[src/shared/bpo_port_map.vh]
// register map, field positions and reset values of the bidirectional port
// assumes a classic wishbone slave with 32-bit data and byte addresses
`ifndef BPO_PORT_MAP_VH
`define BPO_PORT_MAP_VH

// byte offsets of the port registers
`define BPO_ADDR_PINS       8'h00
`define BPO_ADDR_LATCH      8'h04
`define BPO_ADDR_DIR        8'h08
`define BPO_ADDR_ANALOG     8'h0C
`define BPO_ADDR_PERIPH     8'h10

// port width and address decode width
`define BPO_PORT_W          8
`define BPO_ADDR_W          8

// reset values
`define BPO_RST_LATCH       8'h00
`define BPO_RST_DIR         8'hFF
`define BPO_RST_ANALOG      8'h00
`define BPO_RST_PERIPH      8'h00

// bit positions in the peripheral enable register
`define BPO_PE_OSC          0
`define BPO_PE_LCD          1
`define BPO_PE_SER_CLK      2
`define BPO_PE_SER_DAT      3
`define BPO_PE_UART         4
`define BPO_PE_CC1          5
`define BPO_PE_CC2          6
`define BPO_PE_CC3          7

// bit positions of pins inside a byte
`define BPO_PIN0            0
`define BPO_PIN1            1
`define BPO_PIN2            2
`define BPO_PIN3            3
`define BPO_PIN4            4
`define BPO_PIN5            5
`define BPO_PIN6            6
`define BPO_PIN7            7

// zero word used for unused upper read bits
`define BPO_ZERO24          24'h000000
`define BPO_ONE             1'b1
`define BPO_ZERO            1'b0

`endif

[src/verilog/bpo_pin_mux.v]
// per-pin output priority mux for the eight port pins
// assumes all peripheral inputs are on clk_i, combinational only
`include "bpo_port_map.vh"

module bpo_pin_mux
(
	// peripheral enables
	input  wire [7:0] pe_i,
	// port latch and direction
	input  wire [7:0] latch_i,
	input  wire [7:0] dir_i,
	// peripheral output values
	input  wire       osc_out_i,
	input  wire       osc_in_drv_i,
	input  wire [7:0] lcd_seg_i,
	input  wire       ser_clk_i,
	input  wire       ser_sck_i,
	input  wire       ser_dat_i,
	input  wire       ser_sdo_i,
	input  wire       uart_tx_i,
	input  wire       uart_dat_i,
	input  wire       cc1_a_i,
	input  wire       cc2_a_i,
	input  wire       cc2_b_i,
	input  wire       cc3_a_i,
	input  wire       cc3_b_i,
	input  wire       uart_sync_mode_i,
	input  wire       sel_28pin_i,
	// resolved pin value and driver enable
	output reg  [7:0] val_o,
	output reg  [7:0] drv_o
);

	// highest enabled function wins on each pin, port latch last
	always @*
	begin
		// port latch default: driver follows direction bit
		val_o = latch_i;
		drv_o = ~dir_i;
		// pins 0 and 1: oscillator, then capture/compare 2
		if (pe_i[`BPO_PE_OSC])
		begin
			val_o[`BPO_PIN0] = osc_out_i;
			drv_o[`BPO_PIN0] = `BPO_ONE;
			// oscillator input claims pin 1 and silences every other driver
			val_o[`BPO_PIN1] = osc_in_drv_i;
			drv_o[`BPO_PIN1] = `BPO_ZERO;
		end
		else if (pe_i[`BPO_PE_CC2])
		begin
			val_o[`BPO_PIN0] = cc2_b_i;
			drv_o[`BPO_PIN0] = `BPO_ONE;
			val_o[`BPO_PIN1] = cc2_a_i;
			drv_o[`BPO_PIN1] = `BPO_ONE;
		end
		// pin 2: lcd segment, then capture/compare 1
		if (pe_i[`BPO_PE_LCD])
		begin
			val_o[`BPO_PIN2] = lcd_seg_i[`BPO_PIN2];
			drv_o[`BPO_PIN2] = `BPO_ONE;
		end
		else if (pe_i[`BPO_PE_CC1])
		begin
			val_o[`BPO_PIN2] = cc1_a_i;
			drv_o[`BPO_PIN2] = `BPO_ONE;
		end
		// pin 3: lcd, serial clock (i2c), serial clock (spi)
		if (pe_i[`BPO_PE_LCD])
		begin
			val_o[`BPO_PIN3] = lcd_seg_i[`BPO_PIN3];
			drv_o[`BPO_PIN3] = `BPO_ONE;
		end
		else if (pe_i[`BPO_PE_SER_CLK])
		begin
			val_o[`BPO_PIN3] = ser_clk_i;
			drv_o[`BPO_PIN3] = `BPO_ONE;
		end
		else if (pe_i[`BPO_PE_SER_DAT])
		begin
			val_o[`BPO_PIN3] = ser_sck_i;
			drv_o[`BPO_PIN3] = `BPO_ONE;
		end
		// pin 4: lcd, i2c data; pin 5: lcd, spi data out
		if (pe_i[`BPO_PE_LCD])
		begin
			val_o[`BPO_PIN4] = lcd_seg_i[`BPO_PIN4];
			drv_o[`BPO_PIN4] = `BPO_ONE;
			val_o[`BPO_PIN5] = lcd_seg_i[`BPO_PIN5];
			drv_o[`BPO_PIN5] = `BPO_ONE;
		end
		else
		begin
			if (pe_i[`BPO_PE_SER_CLK])
			begin
				val_o[`BPO_PIN4] = ser_dat_i;
				drv_o[`BPO_PIN4] = `BPO_ONE;
			end
			if (pe_i[`BPO_PE_SER_DAT])
			begin
				val_o[`BPO_PIN5] = ser_sdo_i;
				drv_o[`BPO_PIN5] = `BPO_ONE;
			end
		end
		// pins 6 and 7: lcd, uart, capture/compare 3 (28-pin only)
		if (pe_i[`BPO_PE_LCD])
		begin
			val_o[`BPO_PIN6] = lcd_seg_i[`BPO_PIN6];
			drv_o[`BPO_PIN6] = `BPO_ONE;
			val_o[`BPO_PIN7] = lcd_seg_i[`BPO_PIN7];
			drv_o[`BPO_PIN7] = `BPO_ONE;
		end
		else
		begin
			// pin 6: uart clock wins over capture/compare 3
			if (pe_i[`BPO_PE_UART])
			begin
				val_o[`BPO_PIN6] = uart_tx_i;
				drv_o[`BPO_PIN6] = `BPO_ONE;
			end
			else if (pe_i[`BPO_PE_CC3] && sel_28pin_i)
			begin
				val_o[`BPO_PIN6] = cc3_a_i;
				drv_o[`BPO_PIN6] = `BPO_ONE;
			end
			// pin 7: uart data drives only in sync mode, else next in line
			if (pe_i[`BPO_PE_UART] && uart_sync_mode_i)
			begin
				val_o[`BPO_PIN7] = uart_dat_i;
				drv_o[`BPO_PIN7] = `BPO_ONE;
			end
			else if (pe_i[`BPO_PE_CC3] && sel_28pin_i)
			begin
				val_o[`BPO_PIN7] = cc3_b_i;
				drv_o[`BPO_PIN7] = `BPO_ONE;
			end
		end
	end

endmodule // bpo_pin_mux

[src/verilog/bpo_port.v]
// eight-bit bidirectional port with wishbone registers and output priority
// assumes one clock clk_i, synchronous reset, pins from outside the clock domain
// limitation: a byte write replaces the whole latch, there is no per-bit mask
// limitation: the oscillator input pin is never driven from this block
//
// What this block does
// - eight pins, each individually input or output
// - direction one: pin input, driver off
// - direction zero: drive latch value onto pin
// - read returns pin levels; write updates latch
// - port writes replace the latch with the written byte
// - direction still controls drivers of analog pins
// - analog pins always read digital zero
// - highest priority enabled function drives pin
// - pins 0-2 priority: osc/lcd, capcomp, latch
// - pins 3-5 priority: lcd, serial, latch
// - pins 6-7 priority: lcd, uart, capcomp3, latch
// - inputs keep sampling while pin drives
// - oscillator input overrides port functions on pin
//
// Implementation choices: the Wishbone interface to the registers and the address map.
`include "bpo_port_map.vh"

module bpo_port
(
	// clock and reset
	input  wire        clk_i,
	input  wire        rst_i,
	// wishbone slave
	input  wire        cyc_i,
	input  wire        stb_i,
	input  wire        we_i,
	input  wire [7:0]  adr_i,
	input  wire [3:0]  sel_i,
	input  wire [31:0] dat_i,
	output reg  [31:0] dat_o,
	output reg         ack_o,
	// peripheral outputs competing for the pins
	input  wire        secondary_osc_output_i,
	input  wire [7:0]  lcd_segment_line_i,
	input  wire        ser_clk_i,
	input  wire        ser_sck_i,
	input  wire        ser_dat_i,
	input  wire        ser_sdo_i,
	input  wire        uart_sync_clock_i,
	input  wire        uart_sync_data_i,
	input  wire        uart_sync_mode_i,
	input  wire        capcomp1_output_a_i,
	input  wire        capcomp2_output_a_i,
	input  wire        capcomp2_output_b_i,
	input  wire        capcomp3_output_a_i,
	input  wire        capcomp3_output_b_i,
	input  wire        sel_28pin_i,
	// synchronised pin levels for peripheral inputs
	output reg  [7:0]  pin_level_o,
	// pins: input, output, active-low output enable
	input  wire [7:0]  third_port_pins_i,
	output reg  [7:0]  third_port_pins_o,
	output reg  [7:0]  third_port_pins_oe_n_o
);

	// two-stage pin synchroniser
	reg  [7:0]  pin_meta_ff;           // first stage, read only by second
	reg  [7:0]  pin_sync_ff;           // second stage, safe to use
	// software registers
	reg  [7:0]  third_port_output_latch_ff;
	reg  [7:0]  third_port_direction_ff;
	reg  [7:0]  analog_sel_ff;         // one marks an analog input pin
	reg  [7:0]  periph_en_ff;          // peripheral output enables
	// bus handshake
	reg         ack_ff;
	reg  [31:0] rdat_ff;
	reg  [31:0] nxt_rdat;
	reg  [7:0]  nxt_latch;
	// mux results
	wire [7:0]  mux_val;
	wire [7:0]  mux_drv;
	// request qualification
	wire        req;
	wire        wr_lane0;
	// per-register write strobes
	wire        wr_pins;           // port data, read-modify-write path
	wire        wr_latch;          // output latch, direct
	wire        wr_dir;            // direction bits
	wire        wr_analog;         // analog select
	wire        wr_periph;         // peripheral enables

	// address match for a qualified write, shared by every register
	function bpo_wr_hit;
		input       wr;
		input [7:0] adr;
		input [7:0] target;
		begin
			// a write strobe on one register only
			bpo_wr_hit = wr & (adr == target);
		end
	endfunction

	// a fresh request only: the master still holds its request while the
	// internal ack and then ack_o stand, and neither cycle may retake it
	assign req      = cyc_i & stb_i & ~ack_ff & ~ack_o;
	// only byte lane 0 holds data, upper lanes read zero
	assign wr_lane0 = req & we_i & sel_i[0];
	// one write strobe per register, decoded once
	assign wr_pins   = bpo_wr_hit(wr_lane0, adr_i, `BPO_ADDR_PINS);
	assign wr_latch  = bpo_wr_hit(wr_lane0, adr_i, `BPO_ADDR_LATCH);
	assign wr_dir    = bpo_wr_hit(wr_lane0, adr_i, `BPO_ADDR_DIR);
	assign wr_analog = bpo_wr_hit(wr_lane0, adr_i, `BPO_ADDR_ANALOG);
	assign wr_periph = bpo_wr_hit(wr_lane0, adr_i, `BPO_ADDR_PERIPH);

	// digital view of a pin: analog pins read zero
	function [7:0] bpo_digital;
		input [7:0] lvl;
		input [7:0] ana;
		begin
			// an analog pin has no digital meaning
			bpo_digital = lvl & ~ana;
		end
	endfunction

	// merge written byte into sampled pin levels
	function [7:0] bpo_rmw;
		input [7:0] pins;
		input [7:0] wdat;
		input       lane;
		begin
			// a full-lane write replaces every bit; no lane keeps pins
			bpo_rmw = lane ? wdat : pins;
		end
	endfunction

	// pin synchroniser, keeps sampling even while driving
	always @(posedge clk_i)
	begin
		if (rst_i)
		begin
			// clear both stages so no stale level leaks out of reset
			pin_meta_ff <= 8'h00;
			pin_sync_ff <= 8'h00;
		end
		else
		begin
			// first stage may go metastable, nothing else reads it
			pin_meta_ff <= third_port_pins_i;
			// second stage feeds the read path and the peripherals
			pin_sync_ff <= pin_meta_ff;
		end
	end

	// next latch value for a data register write
	always @*
	begin
		// no write: the latch holds its value
		nxt_latch = third_port_output_latch_ff;
		if (wr_pins)
		begin
			// the port path reads the pins first, then stores the merge
			nxt_latch = bpo_rmw(bpo_digital(pin_sync_ff, analog_sel_ff),
				dat_i[7:0], sel_i[0]);
		end
		else if (wr_latch)
		begin
			// direct latch access skips the pin read
			nxt_latch = dat_i[7:0];
		end
	end

	// output latch; only the two data paths above change its next value
	always @(posedge clk_i)
	begin
		if (rst_i)
		begin
			third_port_output_latch_ff <= `BPO_RST_LATCH;
		end
		else
		begin
			third_port_output_latch_ff <= nxt_latch;
		end
	end

	// direction bits
	always @(posedge clk_i)
	begin
		if (rst_i)
		begin
			// all inputs out of reset, so no pin drives before software
			third_port_direction_ff <= `BPO_RST_DIR;
		end
		else if (wr_dir)
		begin
			// a one bit turns its pin into an input
			third_port_direction_ff <= dat_i[7:0];
		end
	end

	// analog select
	always @(posedge clk_i)
	begin
		if (rst_i)
		begin
			// every pin digital out of reset
			analog_sel_ff <= `BPO_RST_ANALOG;
		end
		else if (wr_analog)
		begin
			// analog select never touches drivers; software keeps dir set
			analog_sel_ff <= dat_i[7:0];
		end
	end

	// peripheral enables, one bit per competing function
	always @(posedge clk_i)
	begin
		if (rst_i)
		begin
			// the port latch owns every pin out of reset
			periph_en_ff <= `BPO_RST_PERIPH;
		end
		else if (wr_periph)
		begin
			periph_en_ff <= dat_i[7:0];
		end
	end

	// one byte register widened to the bus word, upper lanes zero
	function [31:0] bpo_word;
		input [7:0] val;
		begin
			bpo_word = {`BPO_ZERO24, val};
		end
	endfunction

	// read data decode, unmapped addresses read zero
	always @*
	begin
		nxt_rdat = 32'h00000000;
		case (adr_i)
			// port data: pin levels, analog pins masked to zero
			`BPO_ADDR_PINS:
				nxt_rdat = bpo_word(bpo_digital(pin_sync_ff,
					analog_sel_ff));
			// the other registers read back as written
			`BPO_ADDR_LATCH:
				nxt_rdat = bpo_word(third_port_output_latch_ff);
			`BPO_ADDR_DIR:
				nxt_rdat = bpo_word(third_port_direction_ff);
			`BPO_ADDR_ANALOG:
				nxt_rdat = bpo_word(analog_sel_ff);
			`BPO_ADDR_PERIPH:
				nxt_rdat = bpo_word(periph_en_ff);
			// holes in the map answer with zero
			default:
				nxt_rdat = 32'h00000000;
		endcase
	end

	// one-cycle ack for every request, mapped or not
	always @(posedge clk_i)
	begin
		if (rst_i)
		begin
			// no answer pending out of reset
			ack_ff  <= 1'b0;
			rdat_ff <= 32'h00000000;
		end
		else
		begin
			// first stage of the ack, set only by a fresh request
			ack_ff  <= req;
			// data is captured with the request; idle cycles keep it zero
			rdat_ff <= req ? nxt_rdat : 32'h00000000;
		end
	end

	// priority mux between peripherals and the port latch
	bpo_pin_mux u_mux
	(
		// enables and port registers
		.pe_i             (periph_en_ff),
		.latch_i          (third_port_output_latch_ff),
		.dir_i            (third_port_direction_ff),
		// peripheral values; the oscillator input pin is never driven
		.osc_out_i        (secondary_osc_output_i),
		.osc_in_drv_i     (1'b0),
		.lcd_seg_i        (lcd_segment_line_i),
		.ser_clk_i        (ser_clk_i),
		.ser_sck_i        (ser_sck_i),
		.ser_dat_i        (ser_dat_i),
		.ser_sdo_i        (ser_sdo_i),
		.uart_tx_i        (uart_sync_clock_i),
		.uart_dat_i       (uart_sync_data_i),
		.cc1_a_i          (capcomp1_output_a_i),
		.cc2_a_i          (capcomp2_output_a_i),
		.cc2_b_i          (capcomp2_output_b_i),
		.cc3_a_i          (capcomp3_output_a_i),
		.cc3_b_i          (capcomp3_output_b_i),
		// mode and package straps
		.uart_sync_mode_i (uart_sync_mode_i),
		.sel_28pin_i      (sel_28pin_i),
		// resolved drive, registered below
		.val_o            (mux_val),
		.drv_o            (mux_drv)
	);

	// registered pin drive; a write shows on the pins one edge later
	always @(posedge clk_i)
	begin
		if (rst_i)
		begin
			// out of reset every driver is off
			third_port_pins_o      <= 8'h00;
			third_port_pins_oe_n_o <= 8'hFF;
		end
		else
		begin
			third_port_pins_o      <= mux_val;
			third_port_pins_oe_n_o <= ~mux_drv;
		end
	end

	// registered bus answer and pin levels for the peripherals
	always @(posedge clk_i)
	begin
		if (rst_i)
		begin
			pin_level_o <= 8'h00;
			dat_o       <= 32'h00000000;
			ack_o       <= 1'b0;
		end
		else
		begin
			// peripherals see raw synced levels, analog or not
			pin_level_o <= pin_sync_ff;
			// read data stands with ack for one cycle
			dat_o       <= rdat_ff;
			// second stage of the ack; it also blocks a retake
			ack_o       <= ack_ff;
		end
	end

endmodule // bpo_port
[config.mk]
export PLATFORM = sky130hd
export DESIGN_NAME = bpo_port
export DESIGN_NICKNAME = d
export VERILOG_FILES = /design/src/verilog/bpo_pin_mux.v /design/src/verilog/bpo_port.v
export VERILOG_INCLUDE_DIRS = /design/src /design/src/shared
export SDC_FILE = /design/constraint.sdc
export NUM_CORES = 1
export LEC_CHECK = 0
export ABC_AREA = 1
export BUFFER_PORTS_ARGS = -buffer_cell sky130_fd_sc_hd__buf_2
export CAP_MARGIN = 25
export CORE_UTILIZATION = 40
export CTS_BUF_LIST = sky130_fd_sc_hd__clkbuf_4
export DETAILED_ROUTE_END_ITERATION = 10
export PLACE_DENSITY = 0.72
export SLEW_MARGIN = 10
export SYNTH_ARGS = -nofsm -noshare
export SYNTH_HDL_FRONTEND = slang
export SYNTH_SLANG_ARGS = --single-unit
[constraint.sdc]
create_clock -name clk_i -period 1.5 [get_ports clk_i]
set_input_delay 0.075 -clock clk_i [delete_from_list [all_inputs] [get_ports clk_i]]
set_output_delay 0.075 -clock clk_i [all_outputs]
set_load 0.005 [all_outputs]
==> After elaboration in Yosys (flattened, before gate mapping) <==
Cells that the tools add are included.
{ "totals": {"ff_bits": 138, "latchBits": 0, "ram_bits": 0, "mem_bits_ro": 0, "word_cells": 75, "memories": 0} }
{ "op_classes": {"addsub": 0, "n_mul": 0, "n_div": 0, "order_cmp": 0, "n_eq_ne": 4, "n_shift": 0, "mux": 34, "bitwise_logic": 17, "reduce_logical": 6} }
{ "ops": {"columns": ["operator", "count"], "rows": [
  ["$pmux W8 S5", 1],
  ["$mux W8", 3],
  ["$not A8 Y8", 3],
  ["$mux W1", 23],
  ["$eq A8 B4 Y1 const B", 2],
  ["$mux W2", 7],
  ["$and A1 B1 Y1", 10],
  ["$and A8 B8 Y8", 1],
  ["$eq A8 B3 Y1 const B", 1],
  ["$eq A8 B5 Y1 const B", 1],
  ["$logic_not A8 Y1", 1],
  ["$reduce_or A2 Y1", 2],
  ["$not A1 Y1", 3],
  ["$logic_and A1 B1 Y1", 2],
  ["$reduce_bool A2 Y1", 1]
]} }

==> Logic depth before layout (Yosys ltp) <==
Gate-level depths: netlist of run 1.
{ "depth": {"ltp_word": 8, "depth_mapped": 9, "depth_no_buf": 8} }

==> By module <==
From an unflattened synthesis of run 1, not the netlist that was laid out.
{ "hier_totals": {"hier_cells": 536, "hier_area_um2": 3901.2} }
{ "by_module_without_submodules": {"columns": ["mod", "n_inst", "cells_each", "area_per_inst_um2"], "rows": [
  ["bpo_port", 1, 473, 3574.7],
  ["bpo_pin_mux", 1, 63, 326.6]
]} }

==> Least setup slack after synthesis of run 1 <==
No wires, ideal clock.
{ "synth_path": {"path_kind": "reg2reg", "startpoint": "reg ack_o", "endpoint": "reg periph_en_ff[2]", "setup_ns": 0.115, "t_arrival_ns": 1.030, "required_time_ns": 1.385, "path_slack_ns": 0.355, "stages_incl_launch_ff": 8, "path_buffers": 1, "cell_sequence": "dfxtp_1 -> nor2_1 -> nand2_1 -> nor2_4 -> buf_2 -> nand3_1 -> nand2_1 -> nor2_1"} }
{ "synth_between": {"elab_chain_cells": 5} }
{ "synth_lines": {"columns": ["element", "line", "rtl"], "rows": [
  ["start, declared", "bpo_port.v:37", "output reg ack_o,"],
  ["start signal, assigned", "bpo_port.v:337", "ack_o <= ack_ff;"],
  ["$not A1 Y1", "bpo_port.v:101", "assign req = cyc_i & stb_i & ~ack_ff & ~ack_o;"],
  ["$and A1 B1 Y1", "bpo_port.v:101", null],
  ["$and A1 B1 Y1 (2 in a row)", "bpo_port.v:103", "assign wr_lane0 = req & we_i & sel_i[0];"],
  ["$and A1 B1 Y1", "bpo_port.v:95", "bpo_wr_hit = wr & (adr == target);"],
  ["end signal, assigned", "bpo_port.v:217", "periph_en_ff <= `BPO_RST_PERIPH;"],
  ["end signal, assigned", "bpo_port.v:221", "periph_en_ff <= dat_i[7:0];"],
  ["end, declared", "bpo_port.v:69", "reg [7:0] periph_en_ff;"]
]} }
No other way between the ends.
A chain may end at the register's enable or synchronous reset.

==> Worst setup path after layout of run 1 <==
{ "layout_path": {"startpoint": "reg ack_ff", "endpoint": "reg periph_en_ff[0]"} }
{ "layout_between": {"elab_chain_cells": 6} }
{ "layout_lines": {"columns": ["element", "line", "rtl"], "rows": [
  ["start, declared", "bpo_port.v:71", "reg ack_ff;"],
  ["start signal, assigned", "bpo_port.v:269", "ack_ff <= req;"],
  ["$not A1 Y1", "bpo_port.v:101", null],
  ["$and A1 B1 Y1 (2 in a row)", "bpo_port.v:101", null],
  ["$and A1 B1 Y1 (2 in a row)", "bpo_port.v:103", null],
  ["$and A1 B1 Y1", "bpo_port.v:95", null]
]} }
No other way between the ends.

==> results of run 1 <==
## routing by layer
layer | wire length, um | global-route usage, % | vias to the layer above
met5 | 0 | 0 | -
met4 | 223 | 8.36 | 0
met3 | 455 | 2.70 | 19
met2 | 4720 | 33.5 | 104
met1 | 4250 | 24.9 | 1699
li1 | - | - | 1904
## power breakdown
group | internal (mW) | switching (mW) | leakage (nW)
Sequential | 2.42 | 0.00684 | 0.731
Clock | 0.688 | 0.866 | 0.0869
Combinational | 0.168 | 0.199 | 1.69
## kinds of logic after synthesis
group,after synthesis
other,1
AND/OR/NAND/NOR,302
AO/OA/AOI/OAI,37
buffers and inverters,118
flip-flops,90
## how the worst max path moves through the flow
stage / startpoint / to / slack [ns] / depth (start not counted)
global placement: ack_ff / third_port_output_latch_ff[0] / 0.17 / 6
floorplan: ack_o / periph_en_ff[2] / 0.36 / 7
CTS: periph_en_ff[6] / third_port_pins_o[0] / 0.13 / 4
global route: ack_ff / periph_en_ff[4] / 0.007 / 7
finish: ack_ff / periph_en_ff[0] / 0.14 / 7
detailed placement: ack_ff / third_port_output_latch_ff[0] / 0.17 / 6
## cells in the mapped netlist
cell type	count	area, um^2
buf_6	2	22.5
inv_1	72	270
nand4_1	1	6.26
buf_1	1	3.75
buf_4	25	188
o211ai_1	6	45.0
clkinv_1	2	7.51
nor2_1	105	394
clkbuf_1	8	30.0
nand3b_1	1	7.51
inv_2	1	3.75
nand3_1	80	400
a31oi_1	3	18.8
nor3_4	3	48.8
nand3_2	1	10.0
o21ai_1	1	5.00
dfxtp_1	90	1800
nand2_2	4	25.0
a21oi_1	17	85.1
nand2_1	103	387
buf_2	7	35.0
conb_1	1	3.75
o21ai_0	10	50.1
nor2_4	4	45.0
## worst register-to-register path: stages (launching register included)
cell and delay (ns):
dfxtp_1 0.34, nor2_1 0.14, nand2_1 0.12, nor2_4 0.22, buf_12 0.22, nand3_1 0.11, nand2_1 0.07, nor2_1 0.04
## timing repair
item / 4_1_cts / 5_1_grt
setup endpoints to repair: 0 / 8
hold endpoints to repair: 35 / 0
hold buffers: 38 / 0
gates resized for setup: 0 / 4
## layout by cell type, fill, tap and decap left out, types with 2 or more instances in the layout
master           n
nand3_1         80
nand2_1        103
nor3_4           3
nor2_4           4
inv_1           72
nand2_2          4
a31oi_1          3
buf_12           5
dfxtp_2          2
clkbuf_4         9
nor2_1         104
bufinv_16        2
conb_1          24
a21oi_1         17
dlygate4sd3_1   38
buf_2           82
buf_4            9
inv_6            2
dfxtp_1         88
clkinv_1         2
o211ai_1         6
o21ai_0         10
## flip-flops by register name, indices dropped and copies added (netlist names)
| register | count |
|---|---|
| third_port_direction_ff | 8 |
| pin_sync_ff | 8 |
| pin_meta_ff | 8 |
| third_port_pins_oe_n_o | 8 |
| analog_sel_ff | 8 |
| periph_en_ff | 8 |
| pin_level_o | 8 |
| dat_o | 8 |
| third_port_output_latch_ff | 8 |
| third_port_pins_o | 8 |
| ack_o | 1 |
| rdat_ff | 8 |
| ack_ff | 1 |
## cell type report
type                            count  area share (%)
Tap cell                          129            3.23
Clock inverter                      7            1.98
Timing Repair Buffer              134            19.2
Clock buffer                        9            1.35
Sequential cell                    90            36.1
Multi-Input combinational cell    363            32.6
Inverter                           75            5.63
## stage by stage
stage / instances / instance area [um^2]
4_1_cts: 807 / 4990
5_1_grt: 807 / 5000
6_report: 807 / 5000
2_1_floorplan: 571 / 3980
3_3_place_gp: 753 / 4440
3_5_place_dp: 753 / 4440
==> flow_summary.yaml, run 1 <==
cts:
  cts_sinks: 90
  root_buffer: "clkbuf_4"
  clkTransAtPathRegs_ns: 0.16
  insertion_delay_ns: 0.44
  cts_buffers: 9
  postCtsSetupRepairBufs: 0
  cts.htree.levels: 3
  cts_max_path_buffers: 2
  cts_tree: "built"
die:
  die_area_um2: 10100
  core_area_um2: 9330
  fp.dieW_um: 101
  initial_core_util_pct: 41.7
  fp.dieH_um: 101
  rows: 35
  io_pins: 136
cells_and_area:
  syn_to_final_growth_pct: 28.4
  multi_input_area_um2: 1630
  nets: 752
  final_util_pct: 53.6
  final.fill_count: 919
  antenna_cells: 0
  regArea_um2: 1800
  drive_above_1_share_pct: 18.9
drt:
  drt_wl_total_um: 9650
  drtIter0Drc: 154
  wl_per_cell_um: 12.0
  drc: 0
  dr_total_vias: 3726
  via_per_inst: 4.62
  ant_nets: 0
  detail_route.first_pass.iterations: 4
global_routing:
  antenna_found_initial: 0
  grt_pass1_wl_um: 15400
  grt_max_degree: 40
  grt_pass1_vias: 3339
  overflow: 0
  grt_use_total_pct: 19.7
synth:
  synthDistinctLibCells: 24
  synthMuxAreaShare_pct: 0
  synthAdderAreaFrac_pct: 0
  synth_top_family_by_area: "simple AND/OR/NAND/NOR gates"
  ys_ff_latch: 90
  synth_cells: 548
  synth_xor_area_share_pct: 0
  synth-simple-area-share_pct: 34.0
  ys_seq_area_share_pct: 46.3
  yosysWarnings: 0
  synth-compound-area-share_pct: 5.24
  syn-cell-area_um2: 3890
  synth.avg_cell_area_um2: 7.11
hold_path:
  hold_depth: 3
  min_to: "third_port_pins_oe_n_o[6]"
  min_from: "rst_i"
  hold_class: "in -> reg"
critical_path:
  cp_top_family: "simple AND/OR/NAND/NOR gates"
  crit_path_end_kind: "register"
  worstReg2RegStart: "ack_ff"
  critPathBufInv: 1
  reg2reg_slack_ns: 0.14
  crit_type: "reg -> reg"
  r2r-end: "periph_en_ff[0]"
  path_max_fanout: 34
  reg2regPathDepth: 7
  cp-start-kind: "register"
  critPathRequiredTime_ns: 1.83
  slowest_delay_ns: 0.34
  cp.arrival_ns: 1.69
  cpMaxStageDelayCell: "dfxtp_1"
  critical_path.cell_chain: "nor2_1 > nand2_1 > nor2_4 > buf_12 > nand3_1 > nand2_1 > nor2_1"
status:
  outcome: "complete, no violations"
place:
  preCtsSetupSlack_ns: 0.167
  detailed_place_hpwl_um: 6800
  port-buffer-count: 82
  gp_congestion: 0.829
sta:
  timing.final.crit_share_pct: 90.3
  tns_ns: 0
  fin_hold_ws_ns: 0.0448
  drv_slew: 0
  setup_ws_ns: 0.145
  fin_crit_ns: 1.36
  max_freq_mhz: 738
  setup_viol: 0
  skew_ns: 0.0229
  hold_viol: 0
  rsz0062_at_grt: "no"
power_and_ir_drop:
  peakVddDrop_mv: 0.445
  p_total_mw: 4.35
  leakage_nw: 2.51
  power.density_nw_per_um2: 869
flow_run:
  maxCapViolations: 0
Note: power is estimated with default switching activity, not from simulation.
==> inputs of run 2 (changes only) <==
--- a/config.mk
+++ b/config.mk
@@ -7,12 +7,12 @@
 export NUM_CORES = 1
 export LEC_CHECK = 0
 export ABC_AREA = 1
-export BUFFER_PORTS_ARGS = -buffer_cell sky130_fd_sc_hd__buf_2
 export CAP_MARGIN = 25
 export CORE_UTILIZATION = 40
 export CTS_BUF_LIST = sky130_fd_sc_hd__clkbuf_4
 export DETAILED_ROUTE_END_ITERATION = 10
-export PLACE_DENSITY = 0.72
+export DONT_BUFFER_PORTS = 1
+export PLACE_DENSITY = 0.6
 export SLEW_MARGIN = 10
 export SYNTH_ARGS = -nofsm -noshare
 export SYNTH_HDL_FRONTEND = slang
==> run 2 against run 1 <==
  * Final cell count is 9.0% lower
  * Register-to-register slack worse by 0.04 ns
  * Core utilization is 3.3 points lower
  * Largest power group unchanged
==> flow_summary.yaml, run 2 (synthesis results as in run 1) <==
status:
  outcome: "complete, no violations"
sta:
  slew_headroom_pct: 60.0
  fin_hold_ws_ns: 0.0784
  setup_viol: 0
  tightest_slew_ns: 0.597
  skew_ns: 0.0110
  max_freq_mhz: 715
  timing.final.crit_share_pct: 93.3
  fin_crit_ns: 1.40
  drv_slew: 0
  hold_viol: 0
global_routing:
  use_met3_pct: 4.16
  grt_pass1_vias: 3139
  grt_use_total_pct: 20.2
  met1_usage_pct: 24.8
  grt_pass1_wl_um: 15500
  top_usage_layer: "met2"
  antenna_found_initial: 0
  grt_max_degree: 38
  met2_usage_pct: 35.0
  overflow: 0
drt:
  dr_total_vias: 3548
  drc: 0
  via_per_inst: 4.83
  drt_wl_total_um: 9800
  wl_per_cell_um: 13.3
  drtIter0Drc: 201
  detail_route.first_pass.iterations: 5
  ant_nets: 0
critical_path:
  cp.arrival_ns: 1.72
  critical_path.cell_chain: "nand2_2 > nand3_1 > dlygate4sd3_1 > o21ai_0"
  reg2reg_slack_ns: 0.10
  crit_path_end_kind: "register"
  slowest_delay_ns: 0.56
  path_max_fanout: 6
  worstReg2RegStart: "periph_en_ff[7]"
  cpMaxStageDelayCell: "dlygate4sd3_1"
  crit_type: "reg -> reg"
  critPathRequiredTime_ns: 1.82
  reg2regPathDepth: 4
  crit_path_start: "periph_en_ff[7]"
  cp-start-kind: "register"
  r2r-end: "third_port_pins_oe_n_o[7]"
cts:
  cts_sinks: 90
  insertion_delay_ns: 0.43
  cts_buffers: 9
  root_buffer: "clkbuf_4"
  cts.htree.levels: 3
  clkTransAtPathRegs_ns: 0.15
  cts_tree: "built"
  cts_max_path_buffers: 2
die:
  die_area_um2: 10100
  fp.dieW_um: 101
  io_pins: 136
  core_area_um2: 9330
  initial_core_util_pct: 41.7
  rows: 35
  fp.dieH_um: 101
cells_and_area:
  syn_to_final_growth_pct: 20.4
  layout_commonest_cell: "nor2_1"
  final_area_um2: 4690
  antenna_cells: 0
  final.fill_count: 946
  drive_above_1_share_pct: 8.93
  layout.cells.non_filler: 734
  nets: 679
  mostFrequentLayoutCells: "103 x nor2_1, 102 x nand2_1, 87 x dfxtp_1"
hold_path:
  hold_depth: 2
  min_to: "third_port_pins_oe_n_o[3]"
  hold_class: "in -> reg"
  min_from: "rst_i"
flow_run:
  maxCapViolations: 0
place:
  dpl_cell_area_um2: 4000
  gp_congestion: 0.854
  dp_cells: 672
  port-buffer-count: 0
  detailed_place_hpwl_um: 6820
power_and_ir_drop:
  p_sw_mw: 1.04
  seqPwrFrac_pct: 54.5
  peakVddDrop_mv: 0.375
  power.internal_mw: 3.42
  combPwrFrac_pct: 6.8
  sw_frac_of_total_pct: 23.3
  p_total_mw: 4.46
  power.density_nw_per_um2: 950
  leakage_nw: 2.21
  clock_power_share_pct: 38.7
-- run 2: changes by cell type in the layout (fill, tap and decap cells not counted), moves of 2 or more --
cell,delta
buf_4,+5
buf_2,-82
clkinvlp_4,+2
dlygate4sd3_1,+5
-- run 2: timing repair --
item                                    4_1_cts  5_1_grt
hold endpoints to repair                     77        1
gates resized for setup                       0        8
hold buffers                                 43        1
endpoints found under the setup margin        0       15
buffers inserted                              0        2
-- run 2: layer usage --
metal / wire [um] / share of wire [%] / vias up
met5: 0 / 0 / -
met4: 274 / 2.8 / 0
met3: 578 / 5.9 / 24
met2: 4770 / 49 / 139
met1: 4170 / 43 / 1630
li1: - / - / 1755
-- run 2: how the worst max path moves through the flow --
stage,endpoint,slack [ns]
after floorplan,periph_en_ff[2],0.36
after global placement,third_port_output_latch_ff[0],0.14
after detailed placement,third_port_output_latch_ff[4],0.10
after CTS,third_port_pins_o[2],0.02
after global routing,third_port_pins_o[2],-0.003
final,third_port_pins_oe_n_o[7],0.10
-- run 2: layout make-up --
class                           count  area, um^2  area share, %
Sequential cell                    90        1810           38.5
Multi-Input combinational cell    363        1630           34.8
Timing Repair Buffer               61         616           13.1
Inverter                           75         285           6.08
Tap cell                          129         161           3.44
Clock inverter                      6         114           2.43
Clock buffer                       10        75.1           1.60
-- run 2: power by group through the flow --
| stage | sequential, mW | combinational (mW) | clock (mW) |
|---|---|---|---|
| 6_report | 2.43 | 0.304 | 1.72 |
| 4_1_cts | 2.43 | 0.296 | 1.77 |
| 2_1_floorplan | 2.48 | 0.199 | 0 |
| 3_5_place_dp | 2.48 | 0.185 | 0 |
| 3_3_place_gp | 2.48 | 0.181 | 0 |
| 5_1_grt | 2.43 | 0.339 | 1.88 |
-- run 2: worst max-delay path: cells and delay by family, from the launching register on --
kind / cells / cell delay, ns
compound gates: 1 / 0.07
buf+inv: 1 / 0.56
flops: 1 / 0.43
simple gates: 2 / 0.23
-- run 2: through the flow --
| stage | worst slack (ns) | util (%) | setup TNS (ns) |
|---|---|---|---|
| floorplan | 0.355 | - | 0 |
| global placement | 0.136 | 42.9 | 0 |
| detailed placement | 0.101 | 42.9 | 0 |
| CTS | 0.0212 | 49.6 | 0 |
| global route | -0.00278 | 50.3 | -0.00278 |
| finish | 0.100 | 50.3 | 0 |
==> inputs of run 3 (changes only) <==
--- a/config.mk
+++ b/config.mk
@@ -13,6 +13,7 @@
 export DETAILED_ROUTE_END_ITERATION = 10
 export DONT_BUFFER_PORTS = 1
 export PLACE_DENSITY = 0.6
+export SETUP_SLACK_MARGIN = 0.2
 export SLEW_MARGIN = 10
 export SYNTH_ARGS = -nofsm -noshare
 export SYNTH_HDL_FRONTEND = slang
==> run 3 against run 2 <==
  * First-iteration DRC count is 0.50% lower
  * Largest cell class unchanged
  * Critical path depth increased by 4
  * Clock power barely moved
  * Via count up 0.73%
  * Combinational power increased by 9.5%
  * Critical path type unchanged
  * Global-route usage is 0.22 points higher
  * Cell area grew 2.4%
  * Die area stayed put
  * Register-to-register slack gained 0.09 ns
==> flow_summary.yaml, run 3 (synthesis results as in run 1) <==
cts:
  cts_sinks: 90
  insertion_delay_ns: 0.44
  cts_max_path_buffers: 2
  root_buffer: "clkbuf_4"
  cts_tree: "built"
  cts_buffers: 9
  cts.htree.levels: 3
  clkTransAtPathRegs_ns: 0.15
global_routing:
  met1_usage_pct: 25.0
  grt_max_degree: 38
  grt_pass1_vias: 3171
  use_met3_pct: 4.30
  met2_usage_pct: 35.1
  top_usage_layer: "met2"
  grt_use_total_pct: 20.4
  antenna_found_initial: 0
  grt_pass1_wl_um: 15700
  overflow: 0
critical_path:
  crit_type: "reg -> reg"
  path_max_fanout: 8
  cpMaxStageDelayCell: "dfxtp_2"
  critPathRequiredTime_ns: 1.85
  path_common_cell: "nor2_4"
  reg2regPathDepth: 8
  cp-start-kind: "register"
  slowest_delay_ns: 0.36
  cp.arrival_ns: 1.66
  crit_path_end_kind: "register"
  critical_path.cell_chain: "nor2_4 > nand2_2 > nor2_4 > buf_6 > buf_12 > nand3_1 > nand2_1 > nor2_1"
flow_run:
  maxCapViolations: 0
sta:
  max_freq_mhz: 761
  slew_headroom_pct: 59.2
  hold_viol: 0
  tightest_slew_ns: 0.608
  setup_viol: 0
  timing.final.crit_share_pct: 87.5
  tns_ns: 0
  rsz0062_at_grt: "yes"
  fin_crit_ns: 1.31
  drv_slew: 0
  skew_ns: 0.0121
die:
  io_pins: 136
  core_area_um2: 9330
  rows: 35
  fp.dieH_um: 101
  fp.dieW_um: 101
  initial_core_util_pct: 41.7
  die_area_um2: 10100
cells_and_area:
  regArea_um2: 1800
  final_util_pct: 51.5
  nets: 684
  layout_commonest_cell: "nor2_1"
  syn_to_final_growth_pct: 23.3
  drive_above_1_share_pct: 11.6
  multi_input_area_um2: 1690
  mostFrequentLayoutCells: "103 x nor2_1, 100 x nand2_1, 88 x dfxtp_1"
  antenna_cells: 0
  final.fill_count: 932
hold_path:
  hold_depth: 5
  hold_class: "in -> reg"
power_and_ir_drop:
  p_total_mw: 4.48
  power.density_nw_per_um2: 933
  peakVddDrop_mv: 0.373
  leakage_nw: 2.26
drt:
  drc: 0
  ant_nets: 0
  wl_per_cell_um: 13.6
  detail_route.first_pass.iterations: 5
  via_per_inst: 4.84
  drt_wl_total_um: 10100
  drtIter0Drc: 200
  dr_total_vias: 3574
place:
  gp_congestion: 0.854
  detailed_place_hpwl_um: 6820
  port-buffer-count: 0
status:
  outcome: "complete, no violations"
==> run 3: worst max-delay path: cells and delay by family (launching register included) <==
family	cells	cell delay [ns]
flops	1	0.36
buf+inv	2	0.27
simple gates	6	0.59
==> run 3: where the power goes <==
group          switching [mW]  total [mW]  internal (mW)
clock network           0.850        1.72          0.868
logic                   0.188       0.333          0.145
registers              0.0101        2.43           2.42
total                    1.05        4.48           3.43
==> run 3: path summary, 6_finish.rpt <==
check             start                       endpoint  slack (ns)
max              ack_ff               analog_sel_ff[4]        0.19
min            adr_i[3]  third_port_output_latch_ff[7]        0.04
max reg2reg      ack_ff               analog_sel_ff[4]        0.19
min reg2reg  rdat_ff[0]                       dat_o[0]        0.40
==> run 3: layer usage <==
layer,vias to the layer above,routed length (um)
met2,133,4980
met3,20,612
met4,0,250
met5,-,0
li1,1760,-
met1,1661,4240
==> run 3: final cells by class <==
type                    count  share of cell area [%]
flip-flops and latches     90                    37.6
multi-input cells         363                    35.1
repair buffers             66                    14.1
inverters                  75                    5.86
well taps                 129                    3.36
clock inverters             6                    2.37
clock buffers              10                    1.56
==> run 3: what timing repair did <==
item                                    in CTS  in global routing
endpoints found under the setup margin      22                 34
cloned                                       1                  1
hold buffers                                41                  0
resized for setup                            7                 15
hold endpoints to repair                    78                  0
setup buffers                                6                  2
pin swaps                                    3                  5
==> run 3: per-stage QoR <==
stage | setup slack, ns | cell area (um^2) | std cells | hold slack (ns)
after detailed placement | 0.101 | 4000 | 672 | 0.149
after floorplan | 0.355 | 3980 | 571 | 0.182
final | 0.187 | 4800 | 739 | 0.0396
after global placement | 0.136 | 4000 | 672 | 0.148
after CTS | 0.189 | 4710 | 736 | 0.0110
after global routing | 0.107 | 4800 | 739 | 0.00145
